`src/rtl/rspi_pkg.sv`:
```
package rspi_pkg;

	// Parameter numbers as the communicator addresses them.
	localparam logic [7:0] PID_INDICATOR_RESET = 8'h65;
	localparam logic [7:0] PID_FULL_RESET      = 8'h66;
	localparam logic [7:0] PID_SETTING_BANK    = 8'h96;
	localparam logic [7:0] PID_MASK_OC         = 8'h9B;
	localparam logic [7:0] PID_MASK_RES        = 8'h9C;
	localparam logic [7:0] PID_MASK_A          = 8'h9D;
	localparam logic [7:0] PID_MASK_B          = 8'h9E;
	localparam logic [7:0] PID_PASSWORD_OPEN   = 8'hA0;
	localparam logic [7:0] PID_PASSWORD_CHANGE = 8'hA1;
	localparam logic [7:0] PID_SUPERVISION     = 8'hA5;
	localparam logic [7:0] PID_MEMORY_FORMAT   = 8'hA7;
	localparam logic [7:0] PID_FAULT_CODE      = 8'hA9;
	localparam logic [7:0] PID_ADDRESS         = 8'hC8;
	localparam logic [7:0] PID_BAUD            = 8'hC9;
	// Letter commands, coded above the numbered parameters.
	localparam logic [7:0] CMD_EVENT_FETCH     = 8'hF0;
	localparam logic [7:0] CMD_EVENT_REFETCH   = 8'hF1;
	localparam logic [7:0] CMD_MODULE_STATE    = 8'hF2;
	localparam logic [7:0] CMD_TIME            = 8'hF3;

	localparam logic [31:0] VAL_ONE        = 32'h0000_0001;
	localparam logic [31:0] VAL_FORMAT     = 32'h0000_0002;
	localparam logic [31:0] MASK_OC_MAX    = 32'h0000_1000;
	localparam logic [31:0] MASK_A_MAX     = 32'h0000_00FF;
	localparam logic [31:0] MASK_B_MAX     = 32'h0000_03FF;
	localparam logic [31:0] PASSWORD_MAX   = 32'h0000_03E7;
	localparam logic [31:0] ADDR_MIN       = 32'h0000_0001;
	localparam logic [31:0] ADDR_MAX       = 32'h0000_00FE;
	localparam logic [31:0] BAUD_RD_LO     = 32'h0000_12C0;
	localparam logic [31:0] BAUD_RD_HI     = 32'h0000_2580;
	localparam logic [31:0] BAUD_WR_LO     = 32'h0000_0030;
	localparam logic [31:0] BAUD_WR_HI     = 32'h0000_0060;
	localparam logic [31:0] TIME_MAX_MS    = 32'h0000_EA5F;

	localparam logic [9:0]  PASSWORD_RESET = 10'h001;
	localparam logic [7:0]  ADDR_RESET     = 8'h01;
	localparam logic        BAUD_HI_RESET  = 1'b1;
	localparam logic        BANK_RESET     = 1'b0;

	localparam int EVT_DEPTH     = 65;
	localparam int FETCH_BATCH   = 5;
	localparam int CLK_PERIOD_NS = 10;
	localparam int MS_PERIOD_NS  = 1000000;
	localparam int MS_CYCLES_DEF = MS_PERIOD_NS / CLK_PERIOD_NS;

	localparam logic [7:0] FC_RELAY_CTRL = 8'h04;
	localparam logic [7:0] FC_ROM        = 8'h1E;
	localparam logic [7:0] FC_RAM        = 8'h32;
	localparam logic [7:0] FC_PM_BLK1    = 8'h33;
	localparam logic [7:0] FC_PM_BLK2    = 8'h34;
	localparam logic [7:0] FC_PM_BOTH    = 8'h35;
	localparam logic [7:0] FC_PM_CKSUM   = 8'h36;
	localparam logic [7:0] FC_PM_KEY     = 8'h38;
	localparam logic [7:0] FC_REF_LO_1   = 8'hC3;
	localparam logic [7:0] FC_REF_LO_5   = 8'h83;
	localparam logic [7:0] FC_REF_LO_25  = 8'h43;
	localparam logic [7:0] FC_REF_HI_1   = 8'hCB;
	localparam logic [7:0] FC_REF_HI_5   = 8'h8B;
	localparam logic [7:0] FC_REF_HI_25  = 8'h4B;
	localparam logic [7:0] FC_FILTER_I0  = 8'hFC;
	localparam logic [7:0] FC_ADC_STALL  = 8'hFD;

	typedef struct packed {
		logic        write;
		logic [7:0]  param;
		logic [31:0] value;
	} rspi_req_t;

	typedef struct packed {
		logic        ok;
		logic        evt;
		logic        last;
		logic [31:0] data;
	} rspi_rsp_t;

	typedef struct packed {
		logic [15:0] time_ms;
		logic [3:0]  channel;
		logic [7:0]  code;
	} rspi_event_t;

	typedef struct packed {
		logic       relay_ctrl;
		logic       rom;
		logic       ram;
		logic       pm_blk1;
		logic       pm_blk2;
		logic       pm_cksum;
		logic       pm_key;
		logic [2:0] ref_low;
		logic [2:0] ref_high;
		logic       filter_i0;
		logic       adc_stall;
	} rspi_fault_t;

endpackage : rspi_pkg

```
`src/rtl/rspi_top.sv`:
```
`timescale 1ns/1ps
// Notes on behaviour
// Writing 1 to indicator reset clears indicators and releases latched relay.
// Writing 1 to full reset also erases all recorded value registers.
// Bank select reads and writes; 0 main settings, 1 second settings.
// Four event masks, ranges 0-4096, 0-4096, 0-255 and 0-1023.
// Writing the right password, 1 to 999, opens remote setting.
// Password change or close, 0 to 999, accepted only while open.
// Writing 1 to supervision activation lights the internal fault lamp.
// Writing 2 to memory format while open formats memory; key fault is 56.
// Station address reads and writes, accepting 1 to 254.
// Baud rate reads 4800 or 9600, writes 4.8 or 9.6 kilobaud.
// Event register holds 65 events with time, channel and code.
// Each fetch returns the next five events, each only once.
// Refetch returns the last fetched events again, repeatably.
// Module state reads 0 normal, 1 auto reset, 2 overflow, 3 both.
// Writing 0 to module state clears it.
// Time reads and sets, 0 to 59.999 s in milliseconds.
// Internal fault lights lamp and drops the supervision alarm relay.
// Fault shows red 1 plus green code, also readable 0 to 255.
// Memory fault codes 30, 50, 51-53 and 54.
// Reference channel codes 195, 131, 67 low; 203, 139, 75 high.
// Codes 4 relay circuit, 252 neutral filter, 253 converter stalled.
// Writes to read-only parameters or out-of-range values are ignored.
module rspi_top
	import rspi_pkg::*;
#(
	parameter int MS_CYCLES = MS_CYCLES_DEF,
	parameter int DEPTH     = EVT_DEPTH,
	parameter int BATCH     = FETCH_BATCH
)(
	input  wire logic        clk,
	input  wire logic        reset_n,
	input  wire logic        req_valid,
	input  wire rspi_req_t   req,
	output logic             req_ready,
	output logic             rsp_valid,
	output rspi_rsp_t        rsp,
	input  wire logic        event_valid,
	input  wire logic [3:0]  event_channel,
	input  wire logic [7:0]  event_code,
	input  wire logic        auto_reset_seen,
	input  wire rspi_fault_t faults,
	output logic             indicator_clear,
	output logic             latch_release,
	output logic             records_clear,
	output logic             memory_format_start,
	output logic             setting_bank_select,
	output logic [12:0]      overcurrent_event_mask,
	output logic [12:0]      residual_event_mask,
	output logic [7:0]       output_event_mask_a,
	output logic [9:0]       output_event_mask_b,
	output logic [7:0]       bus_station_address,
	output logic             baud_rate_select,
	output logic             remote_setting_open,
	output logic             internal_fault_lamp,
	output logic             alarm_relay_energized,
	output logic             display_red_one,
	output logic [7:0]       display_code,
	output logic [15:0]      time_ms
);

	localparam int DW = $clog2(MS_CYCLES + 1);

	typedef enum logic {
		ST_IDLE,
		ST_STREAM
	} rspi_phase_t;

	typedef struct packed {
		rspi_phase_t   phase;
		logic          bank_second;
		logic [12:0]   mask_oc;
		logic [12:0]   mask_res;
		logic [7:0]    mask_a;
		logic [9:0]    mask_b;
		logic [9:0]    password;
		logic          pw_open;
		logic          sv_test;
		logic [7:0]    address;
		logic          baud_hi;
		logic          auto_flag;
		logic          ovf_flag;
		logic [15:0]   time_ms;
		logic [DW-1:0] div;
		logic          ind_clr;
		logic          latch_rel;
		logic          rec_clr;
		logic          fmt_go;
		logic          fault_on;
		logic [7:0]    fault_code;
		logic          rsp_valid;
		rspi_rsp_t     rsp;
	} rspi_state_t;

	logic [1:0]  rst_sync;
	logic        rst_n;
	rspi_state_t s;
	rspi_state_t next_s;
	logic        buf_fetch;
	logic        buf_refetch;
	logic        buf_step;
	rspi_event_t buf_head;
	logic [3:0]  buf_remaining;
	logic        buf_overflow;
	logic        enc_present;
	logic [7:0]  enc_code;
	rspi_event_t stamped;

	always_ff @(posedge clk or negedge reset_n) begin
		if (!reset_n) begin
			rst_sync <= 2'h0;
		end else begin
			rst_sync <= {rst_sync[0], 1'b1};
		end
	end

	assign rst_n = rst_sync[1];

	assign stamped = '{time_ms: s.time_ms, channel: event_channel, code: event_code};

	rspi_event_buffer #(
		.DEPTH (DEPTH),
		.BATCH (BATCH)
	) u_events (
		.clk       (clk),
		.rst_n     (rst_n),
		.push      (event_valid),
		.push_data (stamped),
		.fetch     (buf_fetch),
		.refetch   (buf_refetch),
		.step      (buf_step),
		.head      (buf_head),
		.remaining (buf_remaining),
		.overflow  (buf_overflow)
	);

	rspi_fault_encoder u_faults (
		.faults  (faults),
		.present (enc_present),
		.code    (enc_code)
	);

	always_comb begin
		logic [31:0] v;
		logic        wr;
		v           = req.value;
		wr          = req.write;
		next_s      = s;
		buf_fetch   = 1'b0;
		buf_refetch = 1'b0;
		buf_step    = 1'b0;
		next_s.rsp_valid = 1'b0;
		next_s.ind_clr   = 1'b0;
		next_s.latch_rel = 1'b0;
		next_s.rec_clr   = 1'b0;
		next_s.fmt_go    = 1'b0;

		// Millisecond clock; a time write later in this process overrides the tick.
		if (s.div == DW'(MS_CYCLES - 1)) begin
			next_s.div = '0;
			if ({16'h0000, s.time_ms} == TIME_MAX_MS) begin
				next_s.time_ms = 16'h0000;
			end else begin
				next_s.time_ms = s.time_ms + 16'h0001;
			end
		end else begin
			next_s.div = s.div + DW'(1);
		end

		case (s.phase)
			ST_IDLE: begin
				if (req_valid) begin
					next_s.rsp_valid = 1'b1;
					next_s.rsp       = '0;
					next_s.rsp.last  = 1'b1;
					case (req.param)
						PID_INDICATOR_RESET: begin
							if (wr && v == VAL_ONE) begin
								next_s.ind_clr   = 1'b1;
								next_s.latch_rel = 1'b1;
								next_s.sv_test   = 1'b0;
								next_s.rsp.ok    = 1'b1;
							end
						end
						PID_FULL_RESET: begin
							if (wr && v == VAL_ONE) begin
								next_s.ind_clr   = 1'b1;
								next_s.latch_rel = 1'b1;
								next_s.rec_clr   = 1'b1;
								next_s.sv_test   = 1'b0;
								next_s.rsp.ok    = 1'b1;
							end
						end
						PID_SETTING_BANK: begin
							if (!wr) begin
								next_s.rsp.ok   = 1'b1;
								next_s.rsp.data = {31'h0, s.bank_second};
							end else if (v <= VAL_ONE) begin
								next_s.bank_second = v[0];
								next_s.rsp.ok      = 1'b1;
							end
						end
						PID_MASK_OC: begin
							if (!wr) begin
								next_s.rsp.ok   = 1'b1;
								next_s.rsp.data = {19'h0, s.mask_oc};
							end else if (v <= MASK_OC_MAX) begin
								next_s.mask_oc = v[12:0];
								next_s.rsp.ok  = 1'b1;
							end
						end
						PID_MASK_RES: begin
							if (!wr) begin
								next_s.rsp.ok   = 1'b1;
								next_s.rsp.data = {19'h0, s.mask_res};
							end else if (v <= MASK_OC_MAX) begin
								next_s.mask_res = v[12:0];
								next_s.rsp.ok   = 1'b1;
							end
						end
						PID_MASK_A: begin
							if (!wr) begin
								next_s.rsp.ok   = 1'b1;
								next_s.rsp.data = {24'h0, s.mask_a};
							end else if (v <= MASK_A_MAX) begin
								next_s.mask_a = v[7:0];
								next_s.rsp.ok = 1'b1;
							end
						end
						PID_MASK_B: begin
							if (!wr) begin
								next_s.rsp.ok   = 1'b1;
								next_s.rsp.data = {22'h0, s.mask_b};
							end else if (v <= MASK_B_MAX) begin
								next_s.mask_b = v[9:0];
								next_s.rsp.ok = 1'b1;
							end
						end
						PID_PASSWORD_OPEN: begin
							// A wrong guess leaves the lock as it was.
							if (wr && v >= VAL_ONE && v <= PASSWORD_MAX
									&& v[9:0] == s.password) begin
								next_s.pw_open = 1'b1;
								next_s.rsp.ok  = 1'b1;
							end
						end
						PID_PASSWORD_CHANGE: begin
							if (wr && s.pw_open && v <= PASSWORD_MAX) begin
								next_s.password = v[9:0];
								next_s.pw_open  = 1'b0;
								next_s.rsp.ok   = 1'b1;
							end
						end
						PID_SUPERVISION: begin
							if (wr && v == VAL_ONE) begin
								next_s.sv_test = 1'b1;
								next_s.rsp.ok  = 1'b1;
							end
						end
						PID_MEMORY_FORMAT: begin
							if (wr && s.pw_open && v == VAL_FORMAT) begin
								next_s.fmt_go = 1'b1;
								next_s.rsp.ok = 1'b1;
							end
						end
						PID_FAULT_CODE: begin
							if (!wr) begin
								next_s.rsp.ok   = 1'b1;
								next_s.rsp.data = {24'h0, s.fault_code};
							end
						end
						PID_ADDRESS: begin
							if (!wr) begin
								next_s.rsp.ok   = 1'b1;
								next_s.rsp.data = {24'h0, s.address};
							end else if (v >= ADDR_MIN && v <= ADDR_MAX) begin
								next_s.address = v[7:0];
								next_s.rsp.ok  = 1'b1;
							end
						end
						PID_BAUD: begin
							if (!wr) begin
								next_s.rsp.ok   = 1'b1;
								next_s.rsp.data = s.baud_hi ? BAUD_RD_HI : BAUD_RD_LO;
							end else if (v == BAUD_WR_HI || v == BAUD_WR_LO) begin
								next_s.baud_hi = (v == BAUD_WR_HI);
								next_s.rsp.ok  = 1'b1;
							end
						end
						CMD_EVENT_FETCH: begin
							if (!wr) begin
								buf_fetch        = 1'b1;
								next_s.phase     = ST_STREAM;
								next_s.rsp_valid = 1'b0;
							end
						end
						CMD_EVENT_REFETCH: begin
							if (!wr) begin
								buf_refetch      = 1'b1;
								next_s.phase     = ST_STREAM;
								next_s.rsp_valid = 1'b0;
							end
						end
						CMD_MODULE_STATE: begin
							if (!wr) begin
								next_s.rsp.ok   = 1'b1;
								next_s.rsp.data = {30'h0, s.ovf_flag, s.auto_flag};
							end else if (v == 32'h0000_0000) begin
								next_s.auto_flag = 1'b0;
								next_s.ovf_flag  = 1'b0;
								next_s.rsp.ok    = 1'b1;
							end
						end
						CMD_TIME: begin
							if (!wr) begin
								next_s.rsp.ok   = 1'b1;
								next_s.rsp.data = {16'h0000, s.time_ms};
							end else if (v <= TIME_MAX_MS) begin
								next_s.time_ms = v[15:0];
								next_s.div     = '0;
								next_s.rsp.ok  = 1'b1;
							end
						end
						default: begin
							next_s.rsp.ok = 1'b0;
						end
					endcase
				end
			end
			ST_STREAM: begin
				next_s.rsp_valid = 1'b1;
				next_s.rsp.ok    = 1'b1;
				if (buf_remaining == 4'h0) begin
					// An empty register still answers once, with no event in it.
					next_s.rsp.evt  = 1'b0;
					next_s.rsp.last = 1'b1;
					next_s.rsp.data = 32'h0000_0000;
					next_s.phase    = ST_IDLE;
				end else begin
					buf_step        = 1'b1;
					next_s.rsp.evt  = 1'b1;
					next_s.rsp.last = (buf_remaining == 4'h1);
					next_s.rsp.data = {4'h0, buf_head};
					if (buf_remaining == 4'h1) begin
						next_s.phase = ST_IDLE;
					end
				end
			end
			default: begin
				next_s.phase = ST_IDLE;
			end
		endcase

		// Hardware sets come last so they win over a clear in the same cycle.
		if (auto_reset_seen) begin
			next_s.auto_flag = 1'b1;
		end
		if (buf_overflow) begin
			next_s.ovf_flag = 1'b1;
		end

		next_s.fault_on   = enc_present | next_s.sv_test;
		next_s.fault_code = enc_code;
	end

	always_ff @(posedge clk or negedge rst_n) begin
		if (!rst_n) begin
			s             <= '0;
			s.phase       <= ST_IDLE;
			s.bank_second <= BANK_RESET;
			s.password    <= PASSWORD_RESET;
			s.address     <= ADDR_RESET;
			s.baud_hi     <= BAUD_HI_RESET;
		end else begin
			s <= next_s;
		end
	end

	assign req_ready              = (s.phase == ST_IDLE);
	assign rsp_valid              = s.rsp_valid;
	assign rsp                    = s.rsp;
	assign indicator_clear        = s.ind_clr;
	assign latch_release          = s.latch_rel;
	assign records_clear          = s.rec_clr;
	assign memory_format_start    = s.fmt_go;
	assign setting_bank_select    = s.bank_second;
	assign overcurrent_event_mask = s.mask_oc;
	assign residual_event_mask    = s.mask_res;
	assign output_event_mask_a    = s.mask_a;
	assign output_event_mask_b    = s.mask_b;
	assign bus_station_address    = s.address;
	assign baud_rate_select       = s.baud_hi;
	assign remote_setting_open    = s.pw_open;
	assign internal_fault_lamp    = s.fault_on;
	assign alarm_relay_energized  = ~s.fault_on;
	assign display_red_one        = s.fault_on;
	assign display_code           = s.fault_code;
	assign time_ms                = s.time_ms;

endmodule : rspi_top

```
`src/rtl/rspi_fault_encoder.sv`:
```
`timescale 1ns/1ps
module rspi_fault_encoder
	import rspi_pkg::*;
(
	input  wire rspi_fault_t faults,
	output logic             present,
	output logic [7:0]       code
);

	// Memory faults win because a broken store makes every later code suspect.
	always_comb begin
		present = 1'b1;
		if (faults.rom) code = FC_ROM;
		else if (faults.ram) code = FC_RAM;
		else if (faults.pm_blk1 && faults.pm_blk2) code = FC_PM_BOTH;
		else if (faults.pm_blk1) code = FC_PM_BLK1;
		else if (faults.pm_blk2) code = FC_PM_BLK2;
		else if (faults.pm_cksum) code = FC_PM_CKSUM;
		else if (faults.pm_key) code = FC_PM_KEY;
		else if (faults.ref_low[0]) code = FC_REF_LO_1;
		else if (faults.ref_low[1]) code = FC_REF_LO_5;
		else if (faults.ref_low[2]) code = FC_REF_LO_25;
		else if (faults.ref_high[0]) code = FC_REF_HI_1;
		else if (faults.ref_high[1]) code = FC_REF_HI_5;
		else if (faults.ref_high[2]) code = FC_REF_HI_25;
		else if (faults.relay_ctrl) code = FC_RELAY_CTRL;
		else if (faults.filter_i0) code = FC_FILTER_I0;
		else if (faults.adc_stall) code = FC_ADC_STALL;
		else begin
			present = 1'b0;
			code    = 8'h00;
		end
	end

endmodule : rspi_fault_encoder

```
`src/rtl/rspi_event_buffer.sv`:
```
`timescale 1ns/1ps
module rspi_event_buffer
	import rspi_pkg::*;
#(
	parameter int DEPTH = EVT_DEPTH,
	parameter int BATCH = FETCH_BATCH
)(
	input  wire logic        clk,
	input  wire logic        rst_n,
	input  wire logic        push,
	input  wire rspi_event_t push_data,
	input  wire logic        fetch,
	input  wire logic        refetch,
	input  wire logic        step,
	output rspi_event_t      head,
	output logic [3:0]       remaining,
	output logic             overflow
);

	localparam int PW = $clog2(DEPTH + 1);

	typedef struct packed {
		logic [PW-1:0] wr;
		logic [PW-1:0] rd;
		logic [PW-1:0] fill;
		logic [PW-1:0] bstart;
		logic [3:0]    bcount;
		logic [PW-1:0] sptr;
		logic [3:0]    srem;
		logic          ovf;
	} rspi_buf_t;

	rspi_buf_t   s;
	rspi_buf_t   next_s;
	rspi_event_t mem [DEPTH];

	function automatic logic [PW-1:0] wrap_add(input logic [PW-1:0] a, input logic [PW-1:0] b);
		logic [PW:0] sum;
		sum = {1'b0, a} + {1'b0, b};
		if (sum >= (PW + 1)'(DEPTH)) sum = sum - (PW + 1)'(DEPTH);
		return sum[PW-1:0];
	endfunction : wrap_add

	always_comb begin
		logic [PW-1:0] take;
		take   = '0;
		next_s = s;
		next_s.ovf = 1'b0;
		if (fetch) begin
			take = (s.fill < PW'(BATCH)) ? s.fill : PW'(BATCH);
			next_s.bstart = s.rd;
			next_s.bcount = take[3:0];
			next_s.sptr   = s.rd;
			next_s.srem   = take[3:0];
			next_s.rd     = wrap_add(s.rd, take);
		end else if (refetch) begin
			next_s.sptr = s.bstart;
			next_s.srem = s.bcount;
		end else if (step && s.srem != 4'h0) begin
			next_s.sptr = wrap_add(s.sptr, PW'(1));
			next_s.srem = s.srem - 4'h1;
		end
		next_s.fill = s.fill - take;
		if (push) begin
			if (s.fill == PW'(DEPTH)) begin
				next_s.ovf = 1'b1;
			end else begin
				next_s.wr   = wrap_add(s.wr, PW'(1));
				next_s.fill = next_s.fill + PW'(1);
			end
		end
	end

	always_ff @(posedge clk or negedge rst_n) begin
		if (!rst_n) begin
			s <= '0;
		end else begin
			s <= next_s;
		end
	end

	// The array holds no reset so it can map onto plain memory.
	always_ff @(posedge clk) begin
		if (push && s.fill != PW'(DEPTH)) begin
			mem[s.wr] <= push_data;
		end
	end

	assign head      = mem[s.sptr];
	assign remaining = s.srem;
	assign overflow  = s.ovf;

endmodule : rspi_event_buffer

```
`config.mk`:
```
export PLATFORM = sky130hd
export DESIGN_NAME = rspi_top
export DESIGN_NICKNAME = d
export VERILOG_FILES = /design/src/rtl/rspi_pkg.sv /design/src/rtl/rspi_top.sv /design/src/rtl/rspi_fault_encoder.sv /design/src/rtl/rspi_event_buffer.sv
export SDC_FILE = /design/constraint.sdc
export NUM_CORES = 2
export LEC_CHECK = 0
export BUFFER_PORTS_ARGS = -buffer_cell sky130_fd_sc_hd__buf_2
export CORE_MARGIN = 8
export CORE_UTILIZATION = 32
export CTS_CLUSTER_SIZE = 8
export DETAILED_ROUTE_END_ITERATION = 12
export PLACE_DENSITY_LB_ADDON = 0.1
export SLEW_MARGIN = 20
export SYNTH_ARGS = -nofsm -noshare
export SYNTH_HDL_FRONTEND = slang
export SYNTH_HIERARCHICAL = 1
export SYNTH_SLANG_ARGS = --single-unit
```
`constraint.sdc`:
```
create_clock -name clk -period 7.8 [get_ports clk]
set_input_delay 0.78 -clock clk [delete_from_list [all_inputs] [get_ports clk]]
set_output_delay 0.78 -clock clk [all_outputs]
set_load 0.01 [all_outputs]
```
After elaboration in Yosys (flattened, before gate mapping)
Memory sizes are Yosys's and may differ from the RTL's.
Cells that the tools add are included.
{ "op_classes": {"addsub": 11, "magnitude_cmp": 12, "eq_ne": 33, "muxes": 143, "n_bitwise": 4, "n_reduce_logical": 41} }
{ "op_table": {"columns": ["op", "count"], "rows": [
  ["8-bit 2-to-1 mux", 25],
  ["16-bit one-hot mux with 10 select lines", 1],
  ["8-bit equality test (second input constant)", 16],
  ["106-bit 2-to-1 mux", 1],
  ["13-bit 2-to-1 mux", 8],
  ["33-bit 2-to-1 mux", 3],
  ["36-bit one-hot mux with 2 select lines", 1],
  ["1-bit 2-to-1 mux", 68],
  ["32-bit by 10-bit <= comparator with 1-bit output (second input constant)", 2],
  ["32-bit by 8-bit <= comparator with 1-bit output (second input constant)", 2],
  ["10-bit 2-to-1 mux", 5],
  ["5-bit AND reduction", 10],
  ["49-bit 2-to-1 mux", 1],
  ["7-bit 2-to-1 mux", 7],
  ["16-bit 2-to-1 mux", 3],
  ["11-bit 2-to-1 mux", 4],
  ["36-bit 2-to-1 mux", 1],
  ["34-bit 2-to-1 mux", 1],
  ["32-bit by 1-bit equality test with 1-bit output (second input constant)", 1],
  ["32-bit by 2-bit equality test with 1-bit output (second input constant)", 1],
  ["32-bit by 6-bit equality test with 1-bit output (second input constant)", 1],
  ["32-bit by 7-bit equality test with 1-bit output (second input constant)", 1],
  ["32-bit by 1-bit >= comparator with 1-bit output (second input constant)", 1],
  ["32-bit by 1-bit <= comparator with 1-bit output (second input constant)", 1],
  ["other kinds (41)", 79]
]} }
{ "totals": {"register_bits": 197, "mem_bits_rw": 1820, "in_bits": 73, "mem_count": 1} }
{ "mem_list": {"columns": ["name", "depth", "width", "rd", "rd_clocked_by_memory_dff", "write_ports", "line", "source"], "rows": [
  ["u_events.mem", 65, 28, 1, 0, 1, "rspi_event_buffer.sv:35", "rspi_event_t mem [DEPTH];"]
]} }

Depth between registers and ports, before layout
{ "depth": {"word_depth": 17, "ltp_mapped": 17, "ltp_nobuf": 15} }

Hierarchy
The synthesis kept the hierarchy.
{ "by_module_without_submodules": {"columns": ["module", "instances", "cells_each", "area_each_um2", "seq_area_each_um2"], "rows": [
  ["rspi_event_buffer", 1, 3254, 72706.0, 55753.5],
  ["rspi_top", 1, 783, 8092.8, 3707.3],
  ["rspi_fault_encoder", 1, 37, 250.2, 0.0]
]} }

Least setup slack after synthesis
OpenSTA, ideal clock, no wires.
{ "synth_timing": {"path_type": "input port to flip-flop", "from": "input port event_valid", "to": "memory u_events/mem[64][0] (netlist name), enable pin", "setup_time_ns": 0.494, "arrival_ns": 4.336, "required_ns": 7.306, "setup_slack_ns": 2.971, "cell_stages": 5, "n_path_buf": 1, "cell_sequence": "nand2_1 > clkbuf_1 > nor2_1 > nand2_1 > nor4b_1"} }
{ "synth_between": {"elab_chain_len": 3} }
{ "synth_lines": {"columns": ["element", "line", "source"], "rows": [
  ["from (decl)", "rspi_top.sv:39", "input wire logic event_valid,"],
  ["1-bit logical AND", "rspi_event_buffer.sv:84", "if (push && s.fill != PW'(DEPTH)) begin"],
  ["1-bit 2-to-1 mux", "rspi_event_buffer.sv:84", null],
  ["1-bit 2-to-1 mux (not written as such)", "rspi_event_buffer.sv:85", "mem[s.wr] <= push_data;"],
  ["to (decl)", "rspi_event_buffer.sv:35", null]
]} }
Every way passes these cells.

==> impl_metrics.json <==
{
  "status": "completed",
  "cp_cell_sequence": "buf_4 > buf_4 > mux4_2 > mux4_2 > a222oi_1 > nand2_1 > a221o_1",
  "fin_cells": 7873,
  "finalCritPeriodShare_pct": 56.0,
  "slowest_delay_ns": 0.87,
  "antenna_found_initial": 23,
  "ys_ff_latch": 2012,
  "irDropWorstVdd_uv": 268,
  "cap_violations": 0,
  "clk_pin_slew_ns": 0.05,
  "ios": 196,
  "reg2regPathDepth": 7,
  "coreArea_mm2": 0.252,
  "rsz0062_at_grt": "no",
  "syn_inst": 4074,
  "drtIter0Drc": 4030,
  "drv_slew": 0,
  "vias": 41850,
  "wirelength_um": 255000,
  "r2r_slack_ns": 3.43,
  "initial_core_util_pct": 32.2,
  "row_count": 184,
  "cts_buffers": 302,
  "slew_headroom_pct": 26.9,
  "vias_per_cell": 5.32,
  "nets": 4506,
  "drc_errors": 0,
  "cts_buffer_depth": 4,
  "insertion_delay_ns": 0.91,
  "cts_root_buf": "clkbuf_16",
  "yosysWarningCount": 6,
  "whs_endpoint": "s[83]",
  "fin_crit_ns": 4.37,
  "dieWidth_um": 519,
  "drtAntennaViolNets": 0,
  "gr-total-overflow": 0,
  "setup_tns_ns": 0,
  "holdPathStages": 2,
  "end_kind": "flip-flop",
  "drive_gt1_share_pct": 31.4,
  "hold_violations": 0,
  "ys_types": 92,
  "r2r_start": "u_events/s[5]",
  "powerDensity_mw_per_mm2": 267,
  "fin_skew_ns": 0.0634,
  "min_path_type": "primary input to flip-flop",
  "synthArstFlopShare_pct": 9.54,
  "hpwl_um": 141000,
  "place_congestion": 0.787,
  "synth-edff-count": 1820,
  "die_area_mm2": 0.270,
  "timing_worst_setup_path_type": "flip-flop to flip-flop",
  "track_usage_pct": 18.6,
  "cts_num_sinks": 2012,
  "synth_flop_cell": "edfxtp_1",
  "dp.cells": 7450,
  "grt_pass1_vias": 43426,
  "syn_area_mm2": 0.0810,
  "syn_to_final_growth_pct": 16.6,
  "hold_ws_ns": 0.113,
  "die_y_um": 519,
  "cts_max_level": 5,
  "wire_per_inst_um": 32.4,
  "fmax_mhz": 229,
  "cts_tree": "yes",
  "crit_required_ns": 8.59,
  "reg2reg_to": "rsp[4]",
  "finalSetupViolCount": 0,
  "synth.avg_cell_area_um2": 19.9,
  "critPathLaunchType": "flip-flop",
  "drtPass1Iterations": 6,
  "cp.arrival_ns": 5.15,
  "cp_max_fo": 33,
  "leakage_nw": 27.3,
  "worstHoldStart": "auto_reset_seen",
  "grt_pass1_wl_um": 355000,
  "max_slew.worst_pin.slew_ns": 1.09,
  "seq_area_frac_synth_pct": 73.4,
  "slowest_stage": "a222oi_1",
  "port_buffers": 191,
  "grt_max_degree": 150
}
synthesized netlist by cell type, types with 34 or more instances:
cell,n,share of area [%]
edfxtp_1,1820,67
mux4_2,504,14
dfrtp_1,189,5.8
nand2_1,163,0.75
nor2_1,142,0.66
clkbuf_1,129,0.60
mux2_2,124,1.7
buf_4,123,1.1
a21oi_1,100,0.62
o21ai_0,71,0.44
mux2i_1,62,0.77
xnor2_1,47,0.51
inv_1,44,0.20
buf_2,42,0.26
nor3_1,35,0.22
nand3_1,34,0.21
timing repair:
item	4_1_cts	5_1_grt
setup buffers	0	0
gates resized for setup	0	0
hold buffers	1	0
endpoints found under the hold margin	2	0
sequential cells by signal, summed over array words and instances, names as in the netlist, 2 cells and up:
signal and count:
rsp 31, s 31, u_events/remaining 4, output_event_mask_a 8, u_events/s 39, display_code 8, time_ms 16, bus_station_address 8
output_event_mask_b 10, residual_event_mask 13, rst_sync 2, overcurrent_event_mask 13, u_events/mem 1820
area by class of cell:
type                    instances  area [µm²]
multi-input cells            1698       20100
flip-flops and latches       2012       59500
clock inverters                11         148
clock buffers                 399        8000
fillers                     23039      157000
diodes                         11        27.5
well taps                    3348        4190
repair buffers                350        2320
inverters                      44         165
stage by stage:
step                worst slack, ns  util, %  power (W)  area (µm²)
floorplan                      2.06        -     0.0131       81100
global placement               3.04     34.3     0.0139       86300
detailed placement             3.07     34.3     0.0139       86300
CTS                            3.42     37.5     0.0256       94400
global route                   3.28     37.5     0.0261       94500
finish                         3.43     37.5     0.0252       94500
layer usage:
metal | GRT usage [%] | wire [µm]
met2 | 30.1 | 122000
met3 | 3.36 | 13500
met4 | 5.75 | 7800
met1 | 25.5 | 112000
met5 | 0 | 0
power by group:
part | total [W] | internal (W) | leakage, nW | switching (W)
clock network | 0.0116 | 0.00706 | 3.94 | 0.00449
logic | 0.00158 | 0.000486 | 7.84 | 0.00109
registers | 0.0121 | 0.0120 | 15.5 | 0.000127
total | 0.0252 | 0.0195 | 27.3 | 0.00571
how the worst max path moves through the flow:
stage	startpoint	cells past startpoint	slack [ns]	to
3_5_place_dp	req[35]	16	3.07	u_events/s[29]
3_3_place_gp	req[35]	16	3.04	u_events/s[29]
6_report	u_events/s[5]	7	3.43	rsp[4]
4_1_cts	u_events/s[5]	7	3.42	rsp[4]
2_1_floorplan	rst_sync[1]	0	2.06	bus_station_address[1]
5_1_grt	u_events/s[5]	7	3.28	rsp[4]
logic make-up after synthesis:
family / Yosys count / share of synthesized area [%]
mux: 693 / 16.5
flops: 2012 / 73.4
compound gates: 378 / 3.27
xor+xnor: 72 / 0.778
simple gates: 518 / 3.14
fa+ha+maj: 25 / 0.404
buf+inv: 372 / 2.49
other cells: 4 / 0.0185
worst max-delay path: cells and delay by family, from the launching register on:
kind            cells  cell delay (ns)
buf+inv             2             1.04
mux                 2             0.99
flops               1             0.79
compound gates      2             1.21
simple gates        1             0.11
layout by cell type, fill, tap and decap left out, types with 14 or more instances in the layout:
cell type	Yosys	layout
edfxtp_1	1820	1820
mux4_2	504	504
clkbuf_16	0	305
buf_2	42	187
dfrtp_1	189	166
nand2_1	163	163
buf_4	123	148
mux2_2	124	124
a21oi_1	100	100
clkbuf_1	129	93
nor2_1	142	75
o21ai_0	71	71
nor2_4	0	65
mux2i_1	62	62
xnor2_1	47	47
inv_1	44	43
nand3_1	34	34
nor3_1	35	33
a222oi_1	32	32
a221oi_1	32	32
xor2_1	25	25
ha_1	23	23
nand4_1	21	21
a22oi_1	21	21
a31oi_1	18	18
dfrtp_2	0	18
nor4_1	18	17
a22o_1	14	14
a221o_1	14	14
(Power assumes the default switching activity.)
